==> config.mk <==
export PLATFORM = sky130hd
export DESIGN_NAME = bse_handler
export DESIGN_NICKNAME = d
export VERILOG_FILES = /design/src/hdl/bse_pkg.sv /design/src/hdl/bse_handler.sv
export SDC_FILE = /design/constraint.sdc
export NUM_CORES = 1
export LEC_CHECK = 0
export BUFFER_PORTS_ARGS = -buffer_cell sky130_fd_sc_hd__buf_4
export CAP_MARGIN = 40
export CORE_MARGIN = 3
export CORE_UTILIZATION = 40
export DETAILED_ROUTE_END_ITERATION = 10
export HOLD_SLACK_MARGIN = 0.12
export MAX_ROUTING_LAYER = met4
export SLEW_MARGIN = 20
export SYNTH_ARGS = -nofsm -noshare
export SYNTH_HDL_FRONTEND = slang
export SYNTH_SLANG_ARGS = --single-unit
==> constraint.sdc <==
create_clock -name ref_clk -period 9.95 [get_ports ref_clk]
set_clock_uncertainty 0.15 [all_clocks]
set_input_delay 0.4975 -clock ref_clk [delete_from_list [all_inputs] [get_ports ref_clk]]
set_output_delay 0.4975 -clock ref_clk [all_outputs]
set_load 0.005 [all_outputs]
==> src/hdl/bse_pkg.sv <==
// Shared constants and types for the status word exception handler
package bse_pkg;

	// Status word fields
	localparam int SW_RT_MSB = 15;
	localparam int SW_RT_LSB = 11;
	localparam int SW_MSG_ERR_BIT = 10;
	localparam int SW_INSTR_BIT = 9;
	localparam int SW_SRQ_BIT = 8;
	localparam int SW_BUSY_BIT = 3;

	// Vector word fields
	localparam int VW_ID_MSB = 15;
	localparam int VW_ID_LSB = 12;
	localparam int VW_RT_MSB = 11;
	localparam int VW_RT_LSB = 7;
	localparam int VW_SA_MSB = 6;
	localparam int VW_SA_LSB = 0;

	// Vector word request codes; bit 0 selects transmit
	localparam logic [2:0] VW_ID_SINGLE = 3'h4;
	localparam logic [2:0] VW_ID_MULTI = 3'h5;
	localparam logic [2:0] VW_ID_DELETE = 3'h6;

	// Transmit vector word mode code
	localparam logic [4:0] MC_TX_VECTOR = 5'h10;

	// Exception handling settings
	localparam logic [1:0] SXH_NONE = 2'h0;
	localparam logic [1:0] SXH_SINGLE = 2'h1;
	localparam logic [1:0] SXH_MULTI = 2'h2;

	// Reset values and counter sizes
	localparam int NUM_RT = 32;
	localparam int SRQ_CNT_W = 8;
	localparam logic [15:0] LAST_VEC_RST = 16'h0000;

	typedef enum logic [1:0] {BSE_TIC_NONE, BSE_TIC_END, BSE_TIC_ERR, BSE_TIC_SX} bse_tic_t;
	typedef enum logic [2:0] {
		BSE_HLT_NONE, BSE_HLT_END, BSE_HLT_ERR, BSE_HLT_SX, BSE_HLT_ANY
	} bse_hlt_t;
	typedef enum logic [1:0] {BSE_RSP_BOTH, BSE_RSP_SW1, BSE_RSP_SW2} bse_rsp_t;

	// Per-transfer settings supplied by the sequencer
	typedef struct packed {
		logic [15:0] mask;
		bse_tic_t tic;
		bse_hlt_t hlt;
		logic [1:0] sxh;
		bse_rsp_t rsp;
	} bse_xfer_cfg_t;

	// Predefined vector-driven transfer
	typedef struct packed {
		logic valid;
		logic rt_to_rt;
		logic [4:0] rt;
		logic [6:0] subaddress_or_msg_id;
		logic tx;
		logic [1:0] sxh;
	} bse_vdt_t;

	// Received status word event
	typedef struct packed {
		logic valid;
		logic second;
		logic word_err;
		logic [15:0] word;
	} bse_sw_t;

	// Interrupt cause
	typedef struct packed {
		logic end_xfer;
		logic xfer_err;
		logic sw_exc;
	} bse_irq_t;

endpackage

==> src/hdl/bse_handler.sv <==
// Status word exception check and service request vector handling
// Behaviour
// - Exception is status AND mask nonzero
// - Mask bits align with status word bits
// - Exception interrupts only when tic selects it
// - Exception halts only when hlt enables it
// - Exception is never a transfer error
// - Both RT-RT status words share one mask
// - Response setting picks which status words checked
// - Tic selects end, error or exception interrupt
// - Hlt selects end, error, exception or any
// - Send mode code 16 when enabled
// - Only first status word triggers vector request
// - Vector word: code, address, subaddress fields
// - Codes 1000/1001 run matching transfer once
// - Codes 1010/1011 append transfer cyclically
// - Codes 1100/1101 remove appended transfer
// - Delete affects only multi-enabled transfers
// - RT-RT transfers never vector driven
// - Count requests per terminal, keep last vector
// - Log each enabled interrupt condition
`timescale 1ns/1ns
module bse_handler
	import bse_pkg::*;
#(
	parameter int NVDT = 4
) (
	// Clock and reset
	input wire logic ref_clk,
	input wire logic nrst,
	// Global and per-transfer setup
	input wire logic srq_enable,
	input wire bse_pkg::bse_xfer_cfg_t xfer_cfg,
	input wire bse_pkg::bse_vdt_t [NVDT-1:0] vdt_defs,
	// Transfer events from the sequencer
	input wire bse_pkg::bse_sw_t sw_in,
	input wire logic xfer_end,
	input wire logic xfer_err,
	input wire logic halt_clear,
	// Vector word from the terminal
	input wire logic vec_valid,
	input wire logic vec_err,
	input wire logic [15:0] vec_word,
	// Host read of service request counts
	input wire logic [4:0] srq_rd_rt,
	output logic [SRQ_CNT_W-1:0] srq_rd_cnt,
	output logic [15:0] last_vec,
	// Results
	output logic sw_exception,
	output logic irq,
	output bse_pkg::bse_irq_t irq_cause,
	output logic halt,
	output logic tvw_req,
	output logic [4:0] tvw_rt,
	output logic [4:0] tvw_mode_code,
	output logic exec_once,
	output logic [$clog2(NVDT)-1:0] exec_idx,
	output logic [NVDT-1:0] vdt_active
);
	import bse_pkg::*;

	// Index width and lookup loop are sized for a small table
	if (NVDT < 2 || NVDT > 64) begin : g_nvdt_check
		$error("NVDT out of range");
	end
	// Counters are indexed by the full terminal address field
	if (NUM_RT != 2 ** (SW_RT_MSB - SW_RT_LSB + 1)) begin : g_rt_check
		$error("NUM_RT must cover all terminal addresses");
	end

	// A status word that arrived intact; others take the error path
	function automatic logic sw_usable(input bse_sw_t s);
		return s.valid && !s.word_err;
	endfunction

	// All three conditions must hold before the mode code goes out
	function automatic logic srq_auto_ok(input logic en, input bse_xfer_cfg_t cfg);
		return en && cfg.mask[SW_SRQ_BIT] && cfg.sxh == SXH_SINGLE;
	endfunction

	typedef enum {ST_IDLE, ST_VWAIT} bse_state_t;
	localparam int IW = $clog2(NVDT);

	// Lowest matching predefined transfer; none when found is clear
	function automatic logic [IW:0] vdt_find(input bse_vdt_t [NVDT-1:0] defs,
			input logic [15:0] vw, input logic [1:0] want_sxh);
		logic [IW:0] res;
		res = '0;
		for (int i = NVDT - 1; i >= 0; i--) begin
			if (defs[i].valid && !defs[i].rt_to_rt
					&& defs[i].rt == vw[VW_RT_MSB:VW_RT_LSB]
					&& defs[i].subaddress_or_msg_id == vw[VW_SA_MSB:VW_SA_LSB]
					&& defs[i].tx == vw[VW_ID_LSB]
					&& defs[i].sxh == want_sxh) begin
				res = {1'b1, IW'(i)};
			end
		end
		return res;
	endfunction

	// Reset release: takes effect at once, leaves on the second clock edge
	// so no register sees the release inside its recovery window
	logic rst_s1_reg, rst_s2_reg;
	logic rst_n;

	always_ff @(posedge ref_clk or negedge nrst) begin
		if (!nrst) begin
			rst_s1_reg <= 1'b0;
			rst_s2_reg <= 1'b0;
		end else begin
			rst_s1_reg <= 1'b1;
			rst_s2_reg <= rst_s1_reg;
		end
	end
	assign rst_n = rst_s2_reg;

	// Main state
	bse_state_t state_reg, state_next;
	logic sx_reg, sx_next;
	logic irq_reg, irq_next;
	bse_irq_t cause_reg, cause_next;
	logic halt_reg, halt_next;
	logic tvw_reg, tvw_next;
	logic [4:0] tvw_rt_reg, tvw_rt_next;
	logic exec_reg, exec_next;
	logic [IW-1:0] exec_idx_reg, exec_idx_next;
	logic [NVDT-1:0] active_reg, active_next;
	logic [15:0] last_vec_reg, last_vec_next;
	logic [SRQ_CNT_W-1:0] cnt_reg [NUM_RT];
	logic [SRQ_CNT_W-1:0] cnt_next [NUM_RT];
	logic [SRQ_CNT_W-1:0] rd_cnt_reg, rd_cnt_next;

	logic [15:0] masked;
	logic checked;
	logic exc;
	logic srq_seen;
	logic [4:0] sw_rt;
	logic [IW:0] hit;
	logic [2:0] vw_code;
	bse_irq_t cause_now;

	// Status word decode shared by all groups
	always_comb begin
		sw_rt = sw_in.word[SW_RT_MSB:SW_RT_LSB];

		// Same mask for either status word of the transfer
		masked = sw_in.word & xfer_cfg.mask;
		case (xfer_cfg.rsp)
			BSE_RSP_SW1: checked = !sw_in.second;
			BSE_RSP_SW2: checked = sw_in.second;
			default: checked = 1'b1;
		endcase
		// Corrupt status words go down the transfer error path instead
		exc = sw_usable(sw_in) && checked && (masked != 16'h0000);
		// Second word of a terminal pair never asks for a vector
		srq_seen = sw_usable(sw_in) && !sw_in.second && sw_in.word[SW_SRQ_BIT];
	end

	// Exception, interrupt and halt
	always_comb begin
		// Exception never feeds the error cause or a retry
		cause_now.end_xfer = xfer_end && xfer_cfg.tic == BSE_TIC_END;
		cause_now.xfer_err = xfer_err && xfer_cfg.tic == BSE_TIC_ERR;
		cause_now.sw_exc = exc && xfer_cfg.tic == BSE_TIC_SX;
		irq_next = |cause_now;
		cause_next = cause_now;
		sx_next = exc;

		// Set wins over the host clear
		halt_next = halt_reg && !halt_clear;
		case (xfer_cfg.hlt)
			BSE_HLT_END: halt_next = halt_next || xfer_end;
			BSE_HLT_ERR: halt_next = halt_next || xfer_err;
			BSE_HLT_SX: halt_next = halt_next || exc;
			BSE_HLT_ANY: halt_next = halt_next || (|cause_now);
			default: halt_next = halt_next;
		endcase
	end

	always_ff @(posedge ref_clk or negedge rst_n) begin
		if (!rst_n) begin
			sx_reg <= 1'b0;
			irq_reg <= 1'b0;
			cause_reg <= '0;
			halt_reg <= 1'b0;
		end else begin
			sx_reg <= sx_next;
			irq_reg <= irq_next;
			cause_reg <= cause_next;
			halt_reg <= halt_next;
		end
	end

	// Service request counters; they wrap, so the host must read often
	always_comb begin
		cnt_next = cnt_reg;
		if (srq_seen) begin
			cnt_next[sw_rt] = cnt_reg[sw_rt] + SRQ_CNT_W'(1);
		end
		rd_cnt_next = cnt_next[srq_rd_rt];
	end

	// Table reset is wide; kept apart from the small state elsewhere
	always_ff @(posedge ref_clk or negedge rst_n) begin
		if (!rst_n) begin
			rd_cnt_reg <= '0;
			for (int i = 0; i < NUM_RT; i++) begin
				cnt_reg[i] <= '0;
			end
		end else begin
			rd_cnt_reg <= rd_cnt_next;
			cnt_reg <= cnt_next;
		end
	end

	// Vector word request and decode
	always_comb begin
		state_next = state_reg;
		tvw_next = 1'b0;
		tvw_rt_next = tvw_rt_reg;
		exec_next = 1'b0;
		exec_idx_next = exec_idx_reg;
		active_next = active_reg;
		last_vec_next = last_vec_reg;
		hit = '0;
		vw_code = vec_word[VW_ID_MSB:VW_ID_LSB+1];

		case (state_reg)
			ST_IDLE: begin
				if (srq_seen && srq_auto_ok(srq_enable, xfer_cfg)) begin
					tvw_next = 1'b1;
					tvw_rt_next = sw_rt;
					state_next = ST_VWAIT;
				end
			end
			ST_VWAIT: begin
				// Terminal is expected to answer with its vector word
				// Later requests are counted meanwhile but not sent again
				if (xfer_err || (vec_valid && vec_err)) begin
					state_next = ST_IDLE;
				end else if (vec_valid) begin
					state_next = ST_IDLE;
					last_vec_next = vec_word;
					// Unknown codes only leave the word for the host to read
					case (vw_code)
						VW_ID_SINGLE: begin
							hit = vdt_find(vdt_defs, vec_word, SXH_SINGLE);
							exec_next = hit[IW];
							exec_idx_next = hit[IW-1:0];
						end
						VW_ID_MULTI: begin
							hit = vdt_find(vdt_defs, vec_word, SXH_MULTI);
							if (hit[IW]) begin
								active_next[hit[IW-1:0]] = 1'b1;
							end
						end
						VW_ID_DELETE: begin
							// Only transfers that a multi request enabled
							hit = vdt_find(vdt_defs, vec_word, SXH_MULTI);
							if (hit[IW] && active_reg[hit[IW-1:0]]) begin
								active_next[hit[IW-1:0]] = 1'b0;
							end
						end
						default: hit = '0;
					endcase
				end
			end
			default: state_next = ST_IDLE;
		endcase
	end

	always_ff @(posedge ref_clk or negedge rst_n) begin
		if (!rst_n) begin
			state_reg <= ST_IDLE;
			tvw_reg <= 1'b0;
			tvw_rt_reg <= '0;
			exec_reg <= 1'b0;
			exec_idx_reg <= '0;
			active_reg <= '0;
			last_vec_reg <= LAST_VEC_RST;
		end else begin
			state_reg <= state_next;
			tvw_reg <= tvw_next;
			tvw_rt_reg <= tvw_rt_next;
			exec_reg <= exec_next;
			exec_idx_reg <= exec_idx_next;
			active_reg <= active_next;
			last_vec_reg <= last_vec_next;
		end
	end

	// Registered outputs; the mode code is a constant
	assign sw_exception = sx_reg;
	assign irq = irq_reg;
	assign irq_cause = cause_reg;
	assign halt = halt_reg;
	assign tvw_req = tvw_reg;
	assign tvw_rt = tvw_rt_reg;
	assign tvw_mode_code = MC_TX_VECTOR;
	assign exec_once = exec_reg;
	assign exec_idx = exec_idx_reg;
	assign vdt_active = active_reg;
	assign last_vec = last_vec_reg;
	assign srq_rd_cnt = rd_cnt_reg;

endmodule // bse_handler

==> out/metrics.sh <==
TIMING.CRITICAL_PATH.CELLS='buf_6 -> buf_4 -> mux2i_1 -> o22ai_1 -> nor4_1 -> nand2_1 -> and3_1 -> a21oi_2 -> or2_1 -> o21ai_0 -> mux4_2 -> o21ai_1 -> a211oi_2'
DIE_HEIGHT_UM=211.6
ANTENNA_CELLS=0
SYN-MEAN-INSTANCE-AREA_UM2=10.04
FINALHOLDVIOLCOUNT=0
CRITICAL-PATH-SLOWEST-CELL='sky130_fd_sc_hd__buf_4'
FINALNETCOUNT=1985
GRT_TOTAL_OVFL=0
PATH_CLK_SLEW_PS=60
WIRE_LENGTH_OF_THE_FIRST_GLOBAL_ROUTING_PASS_MM=93.73
SETUP_VIOLATION_TOTAL_IN_THE_FINAL_TIMING_REPORT=0
DPL.CELL_COUNT=2302
VIAS=14624
LAYOUT.CORE_UTILIZATION_PCT=49.13
DETAIL-ROUTE-ANTENNA-NETS=0
DETAILEDROUTE.FIRSTPASSITERATIONCOUNT=5
MAXSLEWHEADROOM_PCT=31.37
LAYOUT-DRIVE-GT1-SHARE_PCT=22.59
CTS_MAX_LEVEL=2
DRTITER0DRC=1576
START_UTIL_PCT=40.96
EDFF_COUNT_SYNTH=0
POST-SYNTH-TOP-AREA-FRACTION_PCT=44.67
TIMING.SETUP.TNS_PS=0
AREA_GROWTH_PCT=19.93
TRITONCTS_NUM_SINKS=302
POST_ROUTE_FRACTION_OF_THE_PERIOD_CONSUMED_BY_THE_CRITICAL_PATH_PCT=52.24
POWER.DENSITY_nW_PER_UM2=144.7
POST_SYNTHESIS_COMPOUND_GATE_AREA_FRACTION_PCT=14.82
POST_SYNTHESIS_SHARE_OF_CELL_AREA_SPENT_ON_FULL_ADDERS_HALF_ADDERS_AND_MAJORITY_GATES_PCT=0.2219
FP.DIEAREA_UM2=44790
FP.DIEW_UM=211.6
SYNTH_TOP_FAMILY_BY_AREA='multiplexers'
LARGEST_REGISTER_FFS=256
DESIGN.CORE.AREA_UM2=41290
POWER_FRAC_SEQ_PCT=43.3
POST_CTS_RESIZE_COUNT=0
WORST-PATH-MAX-FANOUT=44
POWER_REPORT.INTERNAL_TOTAL_mW=2.170
CTS_ROOT_BUFFER='sky130_fd_sc_hd__clkbuf_16'
IO_PINS=189
NETLIST_TOP_CELLS_COUNT='302 x sky130_fd_sc_hd__dfrtp_1, 297 x sky130_fd_sc_hd__nand2_1, 208 x sky130_fd_sc_hd__o21ai_0'
CP_CAPTURE_TYPE='flip-flop'
POWER.SHARE.CLOCK_PCT=45.6
DPL_WORST_SLACK_PS=4220
TIMING.FMAX_MHz=192.4
NUMPORTBUFFERS=183
POST_SYNTH_INST_COUNT=1685
WIRE_PER_INST_UM=26.54
FP-ROW-COUNT=74
TIMING_WORST_SETUP_PATH_TYPE='input pin to flip-flop'
P_COMB_SHARE_PCT=11.1
WL_MM=63.71
PLACEDINSTANCEAREA_UM2=18740
N_FILL_CELL=3798
SYNTHTOPCELLSBYAREA='sky130_fd_sc_hd__dfrtp_1 45%, sky130_fd_sc_hd__mux2i_1 9.3%, sky130_fd_sc_hd__nand2_1 6.6%'
ASYNC_FLOP_SHARE_PCT=100.0
ARRIVAL_PS=5450
YOSYS.CELL_COUNT.TOP_TYPE='sky130_fd_sc_hd__dfrtp_1'
CRITPATHBUFINV=2
P_LEAK_nW=8.969
GRT_ANTENNA_BEFORE_REPAIR=0
WORST_PATH_DOMINANT_CELL_FAMILY='simple AND/OR/NAND/NOR gates'
GRT_USAGE_PCT=29.03
CTS_TREE='done'
MAXCAPVIOLCOUNT=0
SYNTH.CELL_AREA_UM2=16920
CTS-ROOT-TO-SINK-BUFFERS=3
DRT_DRC_VIOLATIONS_LEFT=0
WORST_HOLD_PATH_TYPE='input pin to flip-flop'
VDD_IR_DROP_MAX_uV=107.3
PLACE_CONGESTION=0.9680
POWER.NET_SWITCHING_mW=0.7658
SYNTH-SIMPLE-AREA-SHARE_PCT=13.87
FIRST_GLOBAL_VIAS=14510
PLACE_HPWL_MM=43.39
DESIGN_AREA_UM2=20290
START_KIND='input pin'
LARGEST_AREA_CONTRIBUTOR_IN_THE_NETLIST='sky130_fd_sc_hd__dfrtp_1'
RSZ0062_AT_GRT='false'
TRITONCTS.NUM_BUFFERS=35
SETUP_SLACK_OF_THE_MOST_CRITICAL_REG_TO_REG_PATH_PS=5460
YOSYS_REGISTER_BITS=302
SYNTHMUXAREASHARE_PCT=18.20
OUTCOME='completed'
MAXIMUM_NUMBER_OF_PINS_ON_ONE_NET_BEFORE_GLOBAL_ROUTE_REPAIR=168
POST-ROUTE-WORST-SETUP-SLACK_PS=4753
LAYOUT_MIN_CYCLE_TIME_PS=5197
SYNTH.YOSYS.SEQ_AREA_SHARE_PCT=44.67
WORST_SLEW_PIN_SLEW_PS=1030
YS_WARN_COUNT=0
YS_DOMINANT_REG_CELL='sky130_fd_sc_hd__dfrtp_1'
SYNTH.DISTINCT_CELLS=87
SWITCHING_SHARE_PCT=26.09
FINAL-MAX-SLEW-VIOLATION-COUNT=0
CLOCK_LATENCY_PS=580
VIA_PER_INST=6.093
SLOWEST_DELAY_PS=750
CP.REQUIRED_PS=10210
FIN_CELLS=2400
FRACTION_OF_SYNTHESIZED_CELL_AREA_IN_XOR_AND_XNOR_CELLS_PCT=3.047
-- per-layer routing --
metal / share of wire [%] / up-vias / global-route usage, %
met5: 0 / - / -
li1: - / 6450 / -
met3: 8.4 / 209 / 5.987
met1: 39 / 7206 / 36.21
met4: 5.8 / 0 / 14.73
met2: 46 / 759 / 44.98
-- cells in the final DEF (no fill, tap or decap), types with 5 or more instances in the layout --
| master | netlist | final |
|---|---|---|
| sky130_fd_sc_hd__mux2_2 | 67 | 67 |
| sky130_fd_sc_hd__conb_1 | 2 | 6 |
| sky130_fd_sc_hd__a22o_1 | 5 | 5 |
| sky130_fd_sc_hd__buf_8 | 0 | 13 |
| sky130_fd_sc_hd__dfrtp_1 | 302 | 301 |
| sky130_fd_sc_hd__and3b_1 | 5 | 5 |
| sky130_fd_sc_hd__buf_4 | 8 | 205 |
| sky130_fd_sc_hd__nor2_1 | 49 | 49 |
| sky130_fd_sc_hd__dlygate4sd3_1 | 0 | 28 |
| sky130_fd_sc_hd__o21ai_0 | 208 | 208 |
| sky130_fd_sc_hd__nand4bb_1 | 6 | 6 |
| sky130_fd_sc_hd__buf_16 | 0 | 5 |
| sky130_fd_sc_hd__a31oi_1 | 13 | 13 |
| sky130_fd_sc_hd__clkbuf_16 | 0 | 36 |
| sky130_fd_sc_hd__and3_1 | 9 | 9 |
| sky130_fd_sc_hd__o31ai_1 | 11 | 11 |
| sky130_fd_sc_hd__o22ai_1 | 75 | 75 |
| sky130_fd_sc_hd__nand4b_1 | 5 | 5 |
| sky130_fd_sc_hd__clkinv_2 | 0 | 8 |
| sky130_fd_sc_hd__nor3b_1 | 8 | 7 |
| sky130_fd_sc_hd__a211oi_1 | 5 | 5 |
| sky130_fd_sc_hd__xnor2_1 | 29 | 28 |
| sky130_fd_sc_hd__xor2_1 | 28 | 26 |
| sky130_fd_sc_hd__nor3_1 | 19 | 19 |
| sky130_fd_sc_hd__clkbuf_1 | 90 | 8 |
| sky130_fd_sc_hd__nor4_1 | 20 | 20 |
| sky130_fd_sc_hd__o311ai_0 | 12 | 12 |
| sky130_fd_sc_hd__mux2i_1 | 158 | 158 |
| sky130_fd_sc_hd__nand4_1 | 16 | 16 |
| sky130_fd_sc_hd__mux4_2 | 33 | 33 |
| sky130_fd_sc_hd__inv_1 | 20 | 20 |
| sky130_fd_sc_hd__o21ai_1 | 8 | 8 |
| sky130_fd_sc_hd__nand3_1 | 10 | 10 |
| sky130_fd_sc_hd__a21oi_1 | 5 | 5 |
| sky130_fd_sc_hd__a22oi_1 | 10 | 10 |
| sky130_fd_sc_hd__nor4_2 | 6 | 6 |
| sky130_fd_sc_hd__buf_6 | 25 | 8 |
| sky130_fd_sc_hd__nand2_1 | 297 | 297 |
| sky130_fd_sc_hd__o211ai_1 | 13 | 13 |
-- per-stage QoR --
stage | hold slack [ps] | power [mW]
after global placement | 130.8 | 1.592
after detailed placement | 131.3 | 1.603
after CTS | 122.5 | 2.943
after floorplan | 51.91 | 1.474
after global routing | 132.9 | 3.022
final | 143.5 | 2.936
-- power groups by stage --
stage / combinational (mW) / clock, mW / sequential (mW)
5_1_grt: 0.348 / 1.40 / 1.27
6_report: 0.325 / 1.34 / 1.27
2_1_floorplan: 0.170 / 0 / 1.30
3_5_place_dp: 0.310 / 0 / 1.29
3_3_place_gp: 0.297 / 0 / 1.30
4_1_cts: 0.320 / 1.35 / 1.27
-- path summary, 6_finish.rpt --
path,startpoint,to,cells after the start
worst max-delay path,sw_in[12],srq_rd_cnt[5]$_DFF_PN0_,13
worst min-delay path,vec_word[4],last_vec[4]$_DFFE_PN0P_,2
worst max register to register,cnt_reg[26]$_DFF_PN0_,srq_rd_cnt[5]$_DFF_PN0_,11
worst min register to register,rst_n$_DFF_PN0_,last_vec[7]$_DFFE_PN0P_,0
max in group asynchronous,rst_n$_DFF_PN0_,cnt_reg[146]$_DFF_PN0_,1
min in group asynchronous,rst_n$_DFF_PN0_,last_vec[7]$_DFFE_PN0P_,0
-- cells by family (layout without fill, tap and decap cells) --
logic type | Yosys count | count (layout)
multiplexers | 258 | 258
XOR/XNOR | 58 | 58
buffers and inverters | 167 | 346
adder cells (fa/ha/maj) | 3 | 3
other | 2 | 6
flip-flops | 302 | 302
AND/OR/NAND/NOR | 487 | 487
AO/OA/AOI/OAI | 408 | 408
-- layout make-up --
cell class                 count  area (um^2)  share of cell area (%)
sequential                   302         7561                   37.27
timing repair buffer         261         2282                   11.25
clock buffer                  48        985.9                   4.860
inverter                      21        78.83                  0.3886
tap                          532        665.6                   3.281
clock inverter                16        177.7                  0.8758
multi-input combinational   1220         8536                   42.07
-- repair_timing --
item,4_1_cts,5_1_grt
setup buffers,0,0
hold buffers,28,0
hold endpoints to repair,25,0
endpoints found under the setup margin,0,0
(Power assumes the default switching activity.)
